**src/hdl/sdh_dma_pkg.sv**
```systemverilog
`default_nettype none
package sdh_dma_pkg;

  // Register offsets that the engine itself serves or decodes.
  localparam logic [11:0] OFF_RESP0       = 12'h030;
  localparam logic [11:0] OFF_RESP1       = 12'h034;
  localparam logic [11:0] OFF_RESP2       = 12'h038;
  localparam logic [11:0] OFF_RESP3       = 12'h03C;
  localparam logic [11:0] OFF_MASKED_IRQ  = 12'h040;
  localparam logic [11:0] OFF_CTRL_STATUS = 12'h048;
  localparam logic [11:0] OFF_CARD_DETECT = 12'h050;
  localparam logic [11:0] OFF_WR_PROTECT  = 12'h054;
  localparam logic [11:0] OFF_CARD_BYTES  = 12'h05C;
  localparam logic [11:0] OFF_HOST_BYTES  = 12'h060;
  localparam logic [11:0] OFF_POLL_DEMAND = 12'h084;
  localparam logic [11:0] OFF_DMA_STATUS  = 12'h08C;
  localparam logic [11:0] OFF_CUR_DESC    = 12'h094;
  localparam logic [11:0] OFF_CUR_BUF     = 12'h098;

  // Read-only or write-only words; they hold no storage of their own.
  localparam int NUM_RO = 14;
  localparam logic [11:0] RO_OFFSETS [NUM_RO] = '{
    OFF_RESP0, OFF_RESP1, OFF_RESP2, OFF_RESP3, OFF_MASKED_IRQ,
    OFF_CTRL_STATUS, OFF_CARD_DETECT, OFF_WR_PROTECT, OFF_CARD_BYTES,
    OFF_HOST_BYTES, OFF_POLL_DEMAND, OFF_DMA_STATUS, OFF_CUR_DESC,
    OFF_CUR_BUF};

  // Plain read/write words, in storage order: control, dividers, source,
  // clock enable, timeout, bus width, block size, byte count, mask,
  // argument, command, raw status, thresholds, debounce, scratch, card
  // reset, bus mode, list base, interrupt enable, clock phase.
  localparam int NUM_RW = 20;
  localparam logic [11:0] RW_OFFSETS [NUM_RW] = '{
    12'h000, 12'h008, 12'h00C, 12'h010, 12'h014, 12'h018, 12'h01C,
    12'h020, 12'h024, 12'h028, 12'h02C, 12'h044, 12'h04C, 12'h064,
    12'h068, 12'h078, 12'h080, 12'h088, 12'h090, 12'h800};
  localparam logic [4:0] IX_BUS_MODE  = 5'h10;
  localparam logic [4:0] IX_LIST_BASE = 5'h11;
  localparam logic [4:0] IX_IRQ_EN    = 5'h12;
  localparam logic [4:0] IX_PHASE     = 5'h13;
  localparam int         BM_ENABLE    = 7;

  // Descriptor word zero fields, and the top bit of the size field in word one.
  localparam int OWN_BIT    = 31;
  localparam int RING_END   = 5;
  localparam int LINKED     = 4;
  localparam int FINAL_BUF  = 2;
  localparam int NO_CMPL_IR = 1;
  localparam int SIZE_MSB   = 12;

  // Engine status bits; summaries are computed, never stored.
  localparam int STS_W    = 10;
  localparam int ST_TX    = 0;
  localparam int ST_RX    = 1;
  localparam int ST_BUS   = 2;
  localparam int ST_UNAV  = 4;
  localparam int ST_CARD  = 5;
  localparam int ST_NORM  = 8;
  localparam int ST_ABN   = 9;
  localparam logic [STS_W-1:0] NORMAL_MASK   = 10'h003;
  localparam logic [STS_W-1:0] ABNORMAL_MASK = 10'h034;

  // Addressing and bus encodings.
  localparam logic [31:0] WORD_BYTES   = 32'h0000_0004;
  localparam logic [31:0] DESC_STRIDE  = 32'h0000_0010;
  localparam logic [12:0] WORD_BYTES13 = 13'h0004;
  localparam logic [12:0] BURST_BYTES  = 13'h0010;
  localparam logic [2:0]  BURST_REST   = 3'h3;
  localparam logic [1:0]  LAST_WORD    = 2'h3;
  localparam logic [1:0]  HTRANS_IDLE   = 2'h0;
  localparam logic [1:0]  HTRANS_BUSY   = 2'h1;
  localparam logic [1:0]  HTRANS_NONSEQ = 2'h2;
  localparam logic [1:0]  HTRANS_SEQ    = 2'h3;
  localparam logic [2:0]  HBURST_SINGLE = 3'h0;
  localparam logic [2:0]  HBURST_INCR4  = 3'h3;
  localparam logic [2:0]  HSIZE_WORD    = 3'h2;

  typedef struct packed {
    logic        psel;
    logic        penable;
    logic        pwrite;
    logic [11:0] paddr;
    logic [31:0] pwdata;
  } apb_req_t;

  typedef struct packed {
    logic [31:0] haddr;
    logic [1:0]  htrans;
    logic        hwrite;
    logic [2:0]  hburst;
    logic [2:0]  hsize;
  } ahb_req_t;

  typedef enum logic [6:0] {
    S_IDLE     = 7'b0000001,
    S_FETCH    = 7'b0000010,
    S_CHECK    = 7'b0000100,
    S_SUSPEND  = 7'b0001000,
    S_WAIT_CMD = 7'b0010000,
    S_XFER     = 7'b0100000,
    S_WRBACK   = 7'b1000000
  } fsm_t;

endpackage : sdh_dma_pkg
`default_nettype wire

```
**src/hdl/card_host_descriptor_dma.sv**
```systemverilog
`timescale 1ns/1ps
`default_nettype none
module card_host_descriptor_dma #(
  parameter int BUF_DEPTH = 2
) (
  // Clock, reset and clock enable.
  input  wire logic                  i_clk,
  input  wire logic                  i_rst,
  input  wire logic                  i_ce,
  // Register port.
  input  wire sdh_dma_pkg::apb_req_t i_apb,
  output logic [31:0]                o_prdata,
  output logic                       o_pready,
  output logic                       o_pslverr,
  // Memory master.
  output sdh_dma_pkg::ahb_req_t      o_ahb,
  output logic [31:0]                o_hwdata,
  input  wire logic [31:0]           i_hrdata,
  input  wire logic                  i_hready,
  input  wire logic                  i_hresp,
  // Bus interface unit.
  input  wire logic                  i_command_done,
  input  wire logic                  i_biu_error,
  input  wire logic                  i_dir_transmit,
  input  wire logic                  i_fifo_transfer_request,
  // Controller FIFO.
  output logic [31:0]                o_fifo_wdata,
  output logic                       o_fifo_wvalid,
  input  wire logic                  i_fifo_wready,
  input  wire logic [31:0]           i_fifo_rdata,
  input  wire logic                  i_fifo_rvalid,
  output logic                       o_fifo_rready,
  // Card side and interrupt.
  output logic [31:0]                o_clock_phase_select,
  output logic                       o_dma_interrupt
);
  import sdh_dma_pkg::*;

  localparam int PW = (BUF_DEPTH > 1) ? $clog2(BUF_DEPTH) : 1;

  if (BUF_DEPTH < 2 || BUF_DEPTH > 256 ||
      (BUF_DEPTH & (BUF_DEPTH - 1)) != 0)
  begin : g_bad_depth
    $error("BUF_DEPTH must be a power of two from 2 to 256");
  end

  typedef struct packed {
    logic [NUM_RW-1:0][31:0]    regs;
    fsm_t                       st;
    logic [STS_W-1:0]           sts;
    logic                       armed;
    logic                       cmd_ok;
    logic                       dir_tx;
    logic                       ap;
    logic                       dp;
    logic                       dp_wr;
    logic [1:0]                 beat;
    logic [2:0]                 burst_left;
    logic [3:0][31:0]           des;
    logic [31:0]                desc_addr;
    logic [31:0]                buf_addr;
    logic [31:0]                moved;
    logic [12:0]                remain;
    logic [BUF_DEPTH-1:0][31:0] mem;
    logic [PW-1:0]              rp;
    logic [PW-1:0]              wp;
    logic [PW:0]                cnt;
    ahb_req_t                   ahb;
    logic [31:0]                hwdata;
    logic [31:0]                prdata;
  } state_t;

  state_t q;
  state_t d;

  function automatic logic [5:0] rw_find(input logic [11:0] a);
    logic [5:0] r;
    r = '0;
    for (int i = 0; i < NUM_RW; i++)
      if (RW_OFFSETS[i] == a)
        r = {1'b1, 5'(i)};
    return r;
  endfunction : rw_find

  function automatic logic ro_find(input logic [11:0] a);
    logic r;
    r = 1'b0;
    for (int i = 0; i < NUM_RO; i++)
      if (RO_OFFSETS[i] == a)
        r = 1'b1;
    return r;
  endfunction : ro_find

  function automatic ahb_req_t make_req(input logic [31:0] a,
                                        input logic        w,
                                        input logic [1:0]  t,
                                        input logic [2:0]  b);
    ahb_req_t r;
    r.haddr  = a;
    r.hwrite = w;
    r.htrans = t;
    r.hburst = b;
    r.hsize  = HSIZE_WORD;
    return r;
  endfunction : make_req

  logic             wr_acc;
  logic             poll;
  logic             busy;
  logic             dp_done;
  logic             bus_err;
  logic             push;
  logic             pop;
  logic             push_tx;
  logic             start_burst;
  logic             use_incr4;
  logic             normal_summary;
  logic             abnormal_summary;
  logic [5:0]       wsel;
  logic [5:0]       rsel;
  logic [31:0]      en;
  logic [31:0]      rdval;
  logic [31:0]      next_desc;
  logic [12:0]      cnt13;
  logic [STS_W-1:0] sts_set;
  logic [STS_W-1:0] sts_clr;

  // Summaries only look at enabled events; sticky bits mean a repeat of a
  // pending event cannot raise a second interrupt.
  assign en              = q.regs[IX_IRQ_EN];
  assign normal_summary             = |(q.sts & en[STS_W-1:0] & NORMAL_MASK);
  assign abnormal_summary             = |(q.sts & en[STS_W-1:0] & ABNORMAL_MASK);
  assign o_dma_interrupt = normal_summary | abnormal_summary;
  assign o_pready        = i_ce;
  assign o_pslverr       = i_apb.psel & i_apb.penable &
                           ~wsel[5] & ~ro_find(i_apb.paddr);
  assign o_prdata        = q.prdata;
  assign o_ahb           = q.ahb;
  assign o_hwdata        = q.hwdata;
  assign o_fifo_wdata    = q.mem[q.rp];
  assign o_fifo_wvalid   = i_ce & q.dir_tx & (q.cnt != '0);
  assign o_clock_phase_select = q.regs[IX_PHASE];
  assign cnt13           = 13'(q.cnt);
  assign o_fifo_rready   = i_ce & ~q.dir_tx & (q.st == S_XFER) &
                           (cnt13 < 13'(BUF_DEPTH)) &
                           (cnt13 < {2'b00, q.remain[12:2]});

  always_comb
  begin
    d       = q;
    sts_set = '0;
    sts_clr = '0;
    wr_acc  = i_apb.psel & i_apb.penable & i_apb.pwrite;
    wsel    = rw_find(i_apb.paddr);
    rsel    = wsel;
    poll    = wr_acc & (i_apb.paddr == OFF_POLL_DEMAND);
    busy    = q.ap | q.dp;
    dp_done = q.dp & i_hready;
    bus_err = dp_done & i_hresp;
    start_burst = (q.burst_left == '0);
    use_incr4   = (q.remain >= BURST_BYTES) & (q.buf_addr[3:0] == 4'h0);
    next_desc   = q.desc_addr + DESC_STRIDE;

    // Register writes and the read data captured in the setup phase.
    if (wr_acc && wsel[5])
      d.regs[wsel[4:0]] = i_apb.pwdata;
    if (wr_acc && wsel[5] && wsel[4:0] == IX_LIST_BASE)
    begin
      d.armed     = 1'b1;
      d.desc_addr = i_apb.pwdata;
    end
    if (wr_acc && i_apb.paddr == OFF_DMA_STATUS)
      sts_clr = i_apb.pwdata[STS_W-1:0];
    rdval = '0;
    if (i_apb.paddr == OFF_DMA_STATUS)
    begin
      rdval[STS_W-1:0] = q.sts;
      rdval[ST_NORM]   = normal_summary;
      rdval[ST_ABN]    = abnormal_summary;
    end
    else if (i_apb.paddr == OFF_CUR_DESC)
      rdval = q.desc_addr;
    else if (i_apb.paddr == OFF_CUR_BUF)
      rdval = q.buf_addr;
    else if (i_apb.paddr == OFF_HOST_BYTES)
      rdval = q.moved;
    else if (rsel[5])
      rdval = q.regs[rsel[4:0]];
    if (i_apb.psel && !i_apb.penable)
      d.prdata = rdval;

    // Address phase taken: go to data phase, keep a burst open with BUSY.
    if (q.ap && i_hready)
    begin
      d.ap         = 1'b0;
      d.dp         = 1'b1;
      d.ahb.htrans = (q.burst_left != '0) ? HTRANS_BUSY : HTRANS_IDLE;
    end
    if (dp_done)
      d.dp = 1'b0;

    unique case (q.st)
      S_IDLE:
      begin
        if (q.armed && q.regs[IX_BUS_MODE][BM_ENABLE])
        begin
          d.st   = S_FETCH;
          d.beat = '0;
        end
      end
      S_FETCH:
      begin
        if (!busy)
        begin
          d.ap    = 1'b1;
          d.dp_wr = 1'b0;
          d.ahb   = make_req(q.desc_addr + 32'({q.beat, 2'b00}), 1'b0,
                             HTRANS_NONSEQ, HBURST_SINGLE);
        end
        if (dp_done)
        begin
          d.des[q.beat] = i_hrdata;
          d.beat        = q.beat + 2'h1;
          if (q.beat == LAST_WORD)
            d.st = S_CHECK;
        end
      end
      S_CHECK:
      begin
        if (!q.des[0][OWN_BIT])
        begin
          sts_set[ST_UNAV] = 1'b1;
          d.st             = S_SUSPEND;
        end
        else
        begin
          d.buf_addr = q.des[2];
          d.remain   = q.des[1][SIZE_MSB:0];
          d.dir_tx   = i_dir_transmit;
          d.st       = q.cmd_ok ? S_XFER : S_WAIT_CMD;
        end
      end
      S_SUSPEND:
      begin
        if (poll)
        begin
          d.st   = S_FETCH;
          d.beat = '0;
        end
      end
      S_WAIT_CMD:
      begin
        if (i_biu_error)
        begin
          sts_set[ST_CARD] = 1'b1;
          d.armed          = 1'b0;
          d.st             = S_IDLE;
        end
        else if (i_command_done)
        begin
          d.cmd_ok = 1'b1;
          d.st     = S_XFER;
        end
      end
      S_XFER:
      begin
        if (!busy && q.remain == '0)
          d.st = S_WRBACK;
        else if (!busy &&
                 (!start_burst || i_fifo_transfer_request) &&
                 (q.dir_tx ? (q.cnt < (PW+1)'(BUF_DEPTH))
                           : (q.cnt != '0)))
        begin
          d.ap     = 1'b1;
          d.dp_wr  = ~q.dir_tx;
          d.hwdata = q.mem[q.rp];
          d.ahb    = make_req(q.buf_addr, ~q.dir_tx,
                              start_burst ? HTRANS_NONSEQ : HTRANS_SEQ,
                              start_burst ?
                                (use_incr4 ? HBURST_INCR4 : HBURST_SINGLE)
                                : q.ahb.hburst);
          d.burst_left = start_burst ?
                           (use_incr4 ? BURST_REST : 3'h0)
                           : q.burst_left - 3'h1;
          d.buf_addr   = q.buf_addr + WORD_BYTES;
          d.remain     = q.remain - WORD_BYTES13;
          d.moved      = q.moved + WORD_BYTES;
        end
      end
      S_WRBACK:
      begin
        if (!busy)
        begin
          d.ap     = 1'b1;
          d.dp_wr  = 1'b1;
          d.hwdata = q.des[0];
          d.hwdata[OWN_BIT] = 1'b0;
          d.ahb    = make_req(q.desc_addr, 1'b1, HTRANS_NONSEQ,
                              HBURST_SINGLE);
        end
        if (dp_done)
        begin
          if (q.des[0][RING_END])
            d.desc_addr = q.regs[IX_LIST_BASE];
          else if (q.des[0][LINKED])
            d.desc_addr = q.des[3];
          else
            d.desc_addr = next_desc;
          if (q.des[0][FINAL_BUF])
          begin
            d.cmd_ok = 1'b0;
            if (!q.des[0][NO_CMPL_IR])
            begin
              sts_set[ST_TX] = q.dir_tx & en[ST_TX];
              sts_set[ST_RX] = ~q.dir_tx & en[ST_RX];
            end
          end
          d.st   = S_FETCH;
          d.beat = '0;
        end
      end
    endcase

    // An error response ends the transfer and parks the engine.
    if (bus_err)
    begin
      sts_set[ST_BUS] = 1'b1;
      d.armed         = 1'b0;
      d.st            = S_IDLE;
      d.ap            = 1'b0;
      d.burst_left    = '0;
      d.ahb.htrans    = HTRANS_IDLE;
    end

    // BUF_DEPTH-entry buffer (two by default) between memory and the controller FIFO.
    push_tx = dp_done & ~bus_err & ~q.dp_wr & q.dir_tx & (q.st == S_XFER);
    push    = push_tx | (o_fifo_rready & i_fifo_rvalid);
    pop     = q.dir_tx ? (o_fifo_wvalid & i_fifo_wready)
                       : (dp_done & ~bus_err & q.dp_wr & (q.st == S_XFER));
    if (push)
    begin
      d.mem[q.wp] = push_tx ? i_hrdata : i_fifo_rdata;
      d.wp        = q.wp + PW'(1);
    end
    if (pop)
      d.rp = q.rp + PW'(1);
    d.cnt = q.cnt + (PW+1)'(push) - (PW+1)'(pop);

    // A new event wins over a clear in the same cycle.
    d.sts = (q.sts & ~sts_clr) | sts_set;
  end

  always_ff @(posedge i_clk)
  begin
    if (i_rst)
    begin
      q    <= '0;
      q.st <= S_IDLE;
    end
    else if (i_ce)
      q <= d;
  end

endmodule : card_host_descriptor_dma
`default_nettype wire

```
**config.mk**
```make
export PLATFORM = sky130hd
export DESIGN_NAME = card_host_descriptor_dma
export DESIGN_NICKNAME = d
export VERILOG_FILES = /design/src/hdl/sdh_dma_pkg.sv /design/src/hdl/card_host_descriptor_dma.sv
export SDC_FILE = /design/constraint.sdc
export NUM_CORES = 2
export LEC_CHECK = 0
export BUFFER_PORTS_ARGS = -buffer_cell sky130_fd_sc_hd__buf_2
export CAP_MARGIN = 30
export CORE_MARGIN = 1
export CORE_UTILIZATION = 50
export CTS_CLUSTER_DIAMETER = 30
export DETAILED_ROUTE_END_ITERATION = 8
export PLACE_DENSITY_LB_ADDON = 0.12
export SLEW_MARGIN = 20
export SYNTH_ARGS = -nofsm -noshare
export SYNTH_HDL_FRONTEND = slang
export SYNTH_SLANG_ARGS = --single-unit
```
**constraint.sdc**
```tcl
create_clock -name i_clk -period 3.1 [get_ports i_clk]
set_input_delay 0.465 -clock i_clk [delete_from_list [all_inputs] [get_ports i_clk]]
set_output_delay 0.465 -clock i_clk [all_outputs]
set_load 0.02 [all_outputs]
```
==> impl_results.md <==
* Ys flop type: dfxtp_1
* DR iter-0 viols at 6,962
* Clock Skew at 0.0342 ns
* HP Class: primary input to register
* Core Region at 98,700 µm²
* CP dominant cell by count: buf_4
* Unrepaired setup endpoints after global routing: false
* Initial antenna violation count at 15
* Cell area after synthesis at 50,000 µm²
* Internal power at 31,700 µW
* Slew HR at 39.1%
* Power Density at 648 nW/µm²
* Register bit count reported by yosys at 1,051
* Fraction of registers with async set/reset at 0%
* DP Worst Slack at -0.389 ns
* Slowest CP cell: or3_1
* Comb pwr share at 4.4%
* H-tree lvl count at 4
* Clock sinks at 1,051
* Syn. warnings at 0
* Flop pwr share at 33.3%
* DP HPWL at 156,000 µm
* Worst Path Arrival at 2.59 ns
* Number of synthesized flops with an enable pin at 0
* CTS max path bufs at 3
* Syn Area/Cell at 7.58 µm²
* Total CTS buffers at 229
* GRT Total Usage at 42.6%
* FILL cells at 8,623
* Site row count at 115
* Sequential-to-total area share from yosys stat at 42.0%
* Clock share of power at 62.3%
* ANT nets after route at 0
* Die width at 318 µm
* Core Util, Final at 64.6%
* Share of cells above drive strength 1 at 19.9%
* Worst Path Required at 2.63 ns
* Psw at 9550 µW
* Maximum VDD drop at 0.562 mV
* Sequential cell area at 21,000 µm²
* Final setup violating endpoints at 0
* Reg2Reg Setup Slack at 0.16 ns
* Worst skew pair latency at 0.82 ns
* Switch share at 23.1%
* Hold path endpoint: q[382]
* Cells after Synth at 6,603
* R2R Path Start: q[416]
* Via density per instance at 6.13
* Slowest Stage Delay on Critical Path at 0.41 ns
* Vias post-DR at 52,000
* Pre-antenna DRT Iters at 6
* Die area at 101,000 µm²
* Layout area overhead at 27.4%
* Largest net degree at the start of global routing at 159
* RR Endpoint: o_ahb[18]
* First-pass GRT wire length at 323,000 µm
* Vias in the first global route at 48,100
* Actual slew at the worst max-slew pin at 0.913 ns
* TritonCTS clock tree: yes
* Crit Path Max Fanout at 8
* Hold path depth at 3
* Highest clock rate at 327 MHz
* Die Ht at 318 µm
* Crit Path Class: primary input to primary output
* Setup slack after layout at 0.0428 ns
* Port bufs at 292
* Fin crit share at 98.6%
* WL/cell at 26.4 µm
* Most frequent cells in the layout: nand2_1 (1,782), dfxtp_1 (1,049), a21oi_1 (813)
* Startpoint Class: primary input
* Critical Path End Type: primary output
* Cell variety after synth at 98
* Final wirelength at 223,000 µm
* Final Hold Fails at 0
* Clk slew on worst S/H paths at 0.05 ns
* Lkg Pwr at 0.0248 µW
* # DRC at 0
* Status: completed
* Crit-path cells: buf_2, nor2b_1, o21bai_1, a2111oi_4, or3_1, or2_4, buf_4, nor4b_4, buf_4
* MaxCap Viol Count at 0
* Reg2Reg Depth at 7
* Grt total ovfl at 0
* Slew Limit Fails at 0
* Initial Utilization at 50.7%
* Nets@finish at 7,121
* Area of the multi-input gates at 25,600 µm²
* GPL Wtd Cong at 1.03
* Hold wc startpoint: i_hrdata[4]
* Root buf cell: clkbuf_16
* Most common cell after layout, fill and taps aside: nand2_1
* Final worst path period need at 3.06 ns
* IO Count at 296
## power groups by stage
stage               Clock [µW]  Sequential, µW  Combinational, µW
detailed placement           0           14000               1750
global placement             0           14000               1760
CTS                      25800           13700               1770
floorplan                    0           14000               1060
global route             26500           13700               1890
finish                   25700           13700               1810
## metal layers
layer	routed length, µm	global-route usage [%]
met1	86700	54.7
met2	96900	64.4
met3	24100	9.50
met4	15800	27.7
met5	51	0
## synth_stat cells, types with 51 or more instances
master	count	area, µm²
mux2i_1	250	2500
a21oi_1	816	4080
a31oi_1	64	400
a211oi_1	188	1410
buf_2	127	636
a22oi_1	54	405
dfxtp_1	1051	21000
buf_4	164	1230
and3_1	54	338
nor3_1	90	450
a221oi_1	51	447
nand2_1	1784	6700
o21ai_0	158	791
clkbuf_1	411	1540
nor2_1	575	2160
nand3_1	122	611
mux2_2	74	833
## metrics by stage
step	std cells	area [µm²]	setup TNS [ns]	power, µW	hold slack [ns]
floorplan	6605	50100	0	15000	0.427
detailed placement	8034	55400	-27.73	15800	0.441
finish	8476	63700	0	41300	0.0249
CTS	8469	63700	0	41300	0.00390
global route	8471	63700	0	42200	0.0424
global placement	8034	55400	-27.37	15800	0.433
## critical path: cells and delay by family
family,cells,cell delay (ns)
AOI/OAI and AO/OA,2,0.43
and+or+nand+nor,4,1.18
buffers and inverters,3,0.51
## registers in the layout, indices dropped and copies added (netlist names)
register	cells
en	32
o_hwdata	32
cnt13	2
o_clock_phase_select	32
o_ahb	37
q	884
o_prdata	32
## worst max path at each step
stage	start	endpoint	slack, ns
2_1_floorplan	i_apb[43]	o_pslverr	0.02
3_3_place_gp	i_apb[33]	o_prdata[19]	-0.44
3_5_place_dp	i_apb[33]	o_prdata[19]	-0.39
4_1_cts	i_apb[34]	o_pslverr	0.04
5_1_grt	q[416]	o_ahb[12]	0.009
6_report	i_apb[39]	o_pslverr	0.04
## logic make-up after synthesis
| group | count (synthesis) | share of synthesized area [%] |
|---|---|---|
| and+or+nand+nor | 2844 | 23.6 |
| DFF | 1051 | 42.0 |
| muxes | 324 | 6.67 |
| AOI/OAI and AO/OA | 1548 | 18.7 |
| xor gates and xnor gates | 70 | 1.23 |
| buffers and inverters | 747 | 7.21 |
| other | 1 | 0.00749 |
| adders and majority gates | 18 | 0.465 |
## area by class of cell
| cell class | instances | area share (%) |
|---|---|---|
| Sequential cell | 1051 | 33.0 |
| Antenna cell | 7 | 0.0275 |
| Clock buffer | 293 | 10.1 |
| Inverter | 30 | 0.177 |
| Multi-Input combinational cell | 4807 | 40.2 |
| Timing Repair Buffer | 862 | 11.1 |
| Tap cell | 1287 | 2.53 |
| Clock inverter | 139 | 2.85 |
## timing repair
action,in CTS,in global routing
setup buffers,1,1
setup endpoints to repair,1,3
hold buffers,2,0
pin swaps,1,3
endpoints found under the hold margin,2,0
gates resized for setup,6,2
Note: power is estimated with default switching activity, not from simulation.
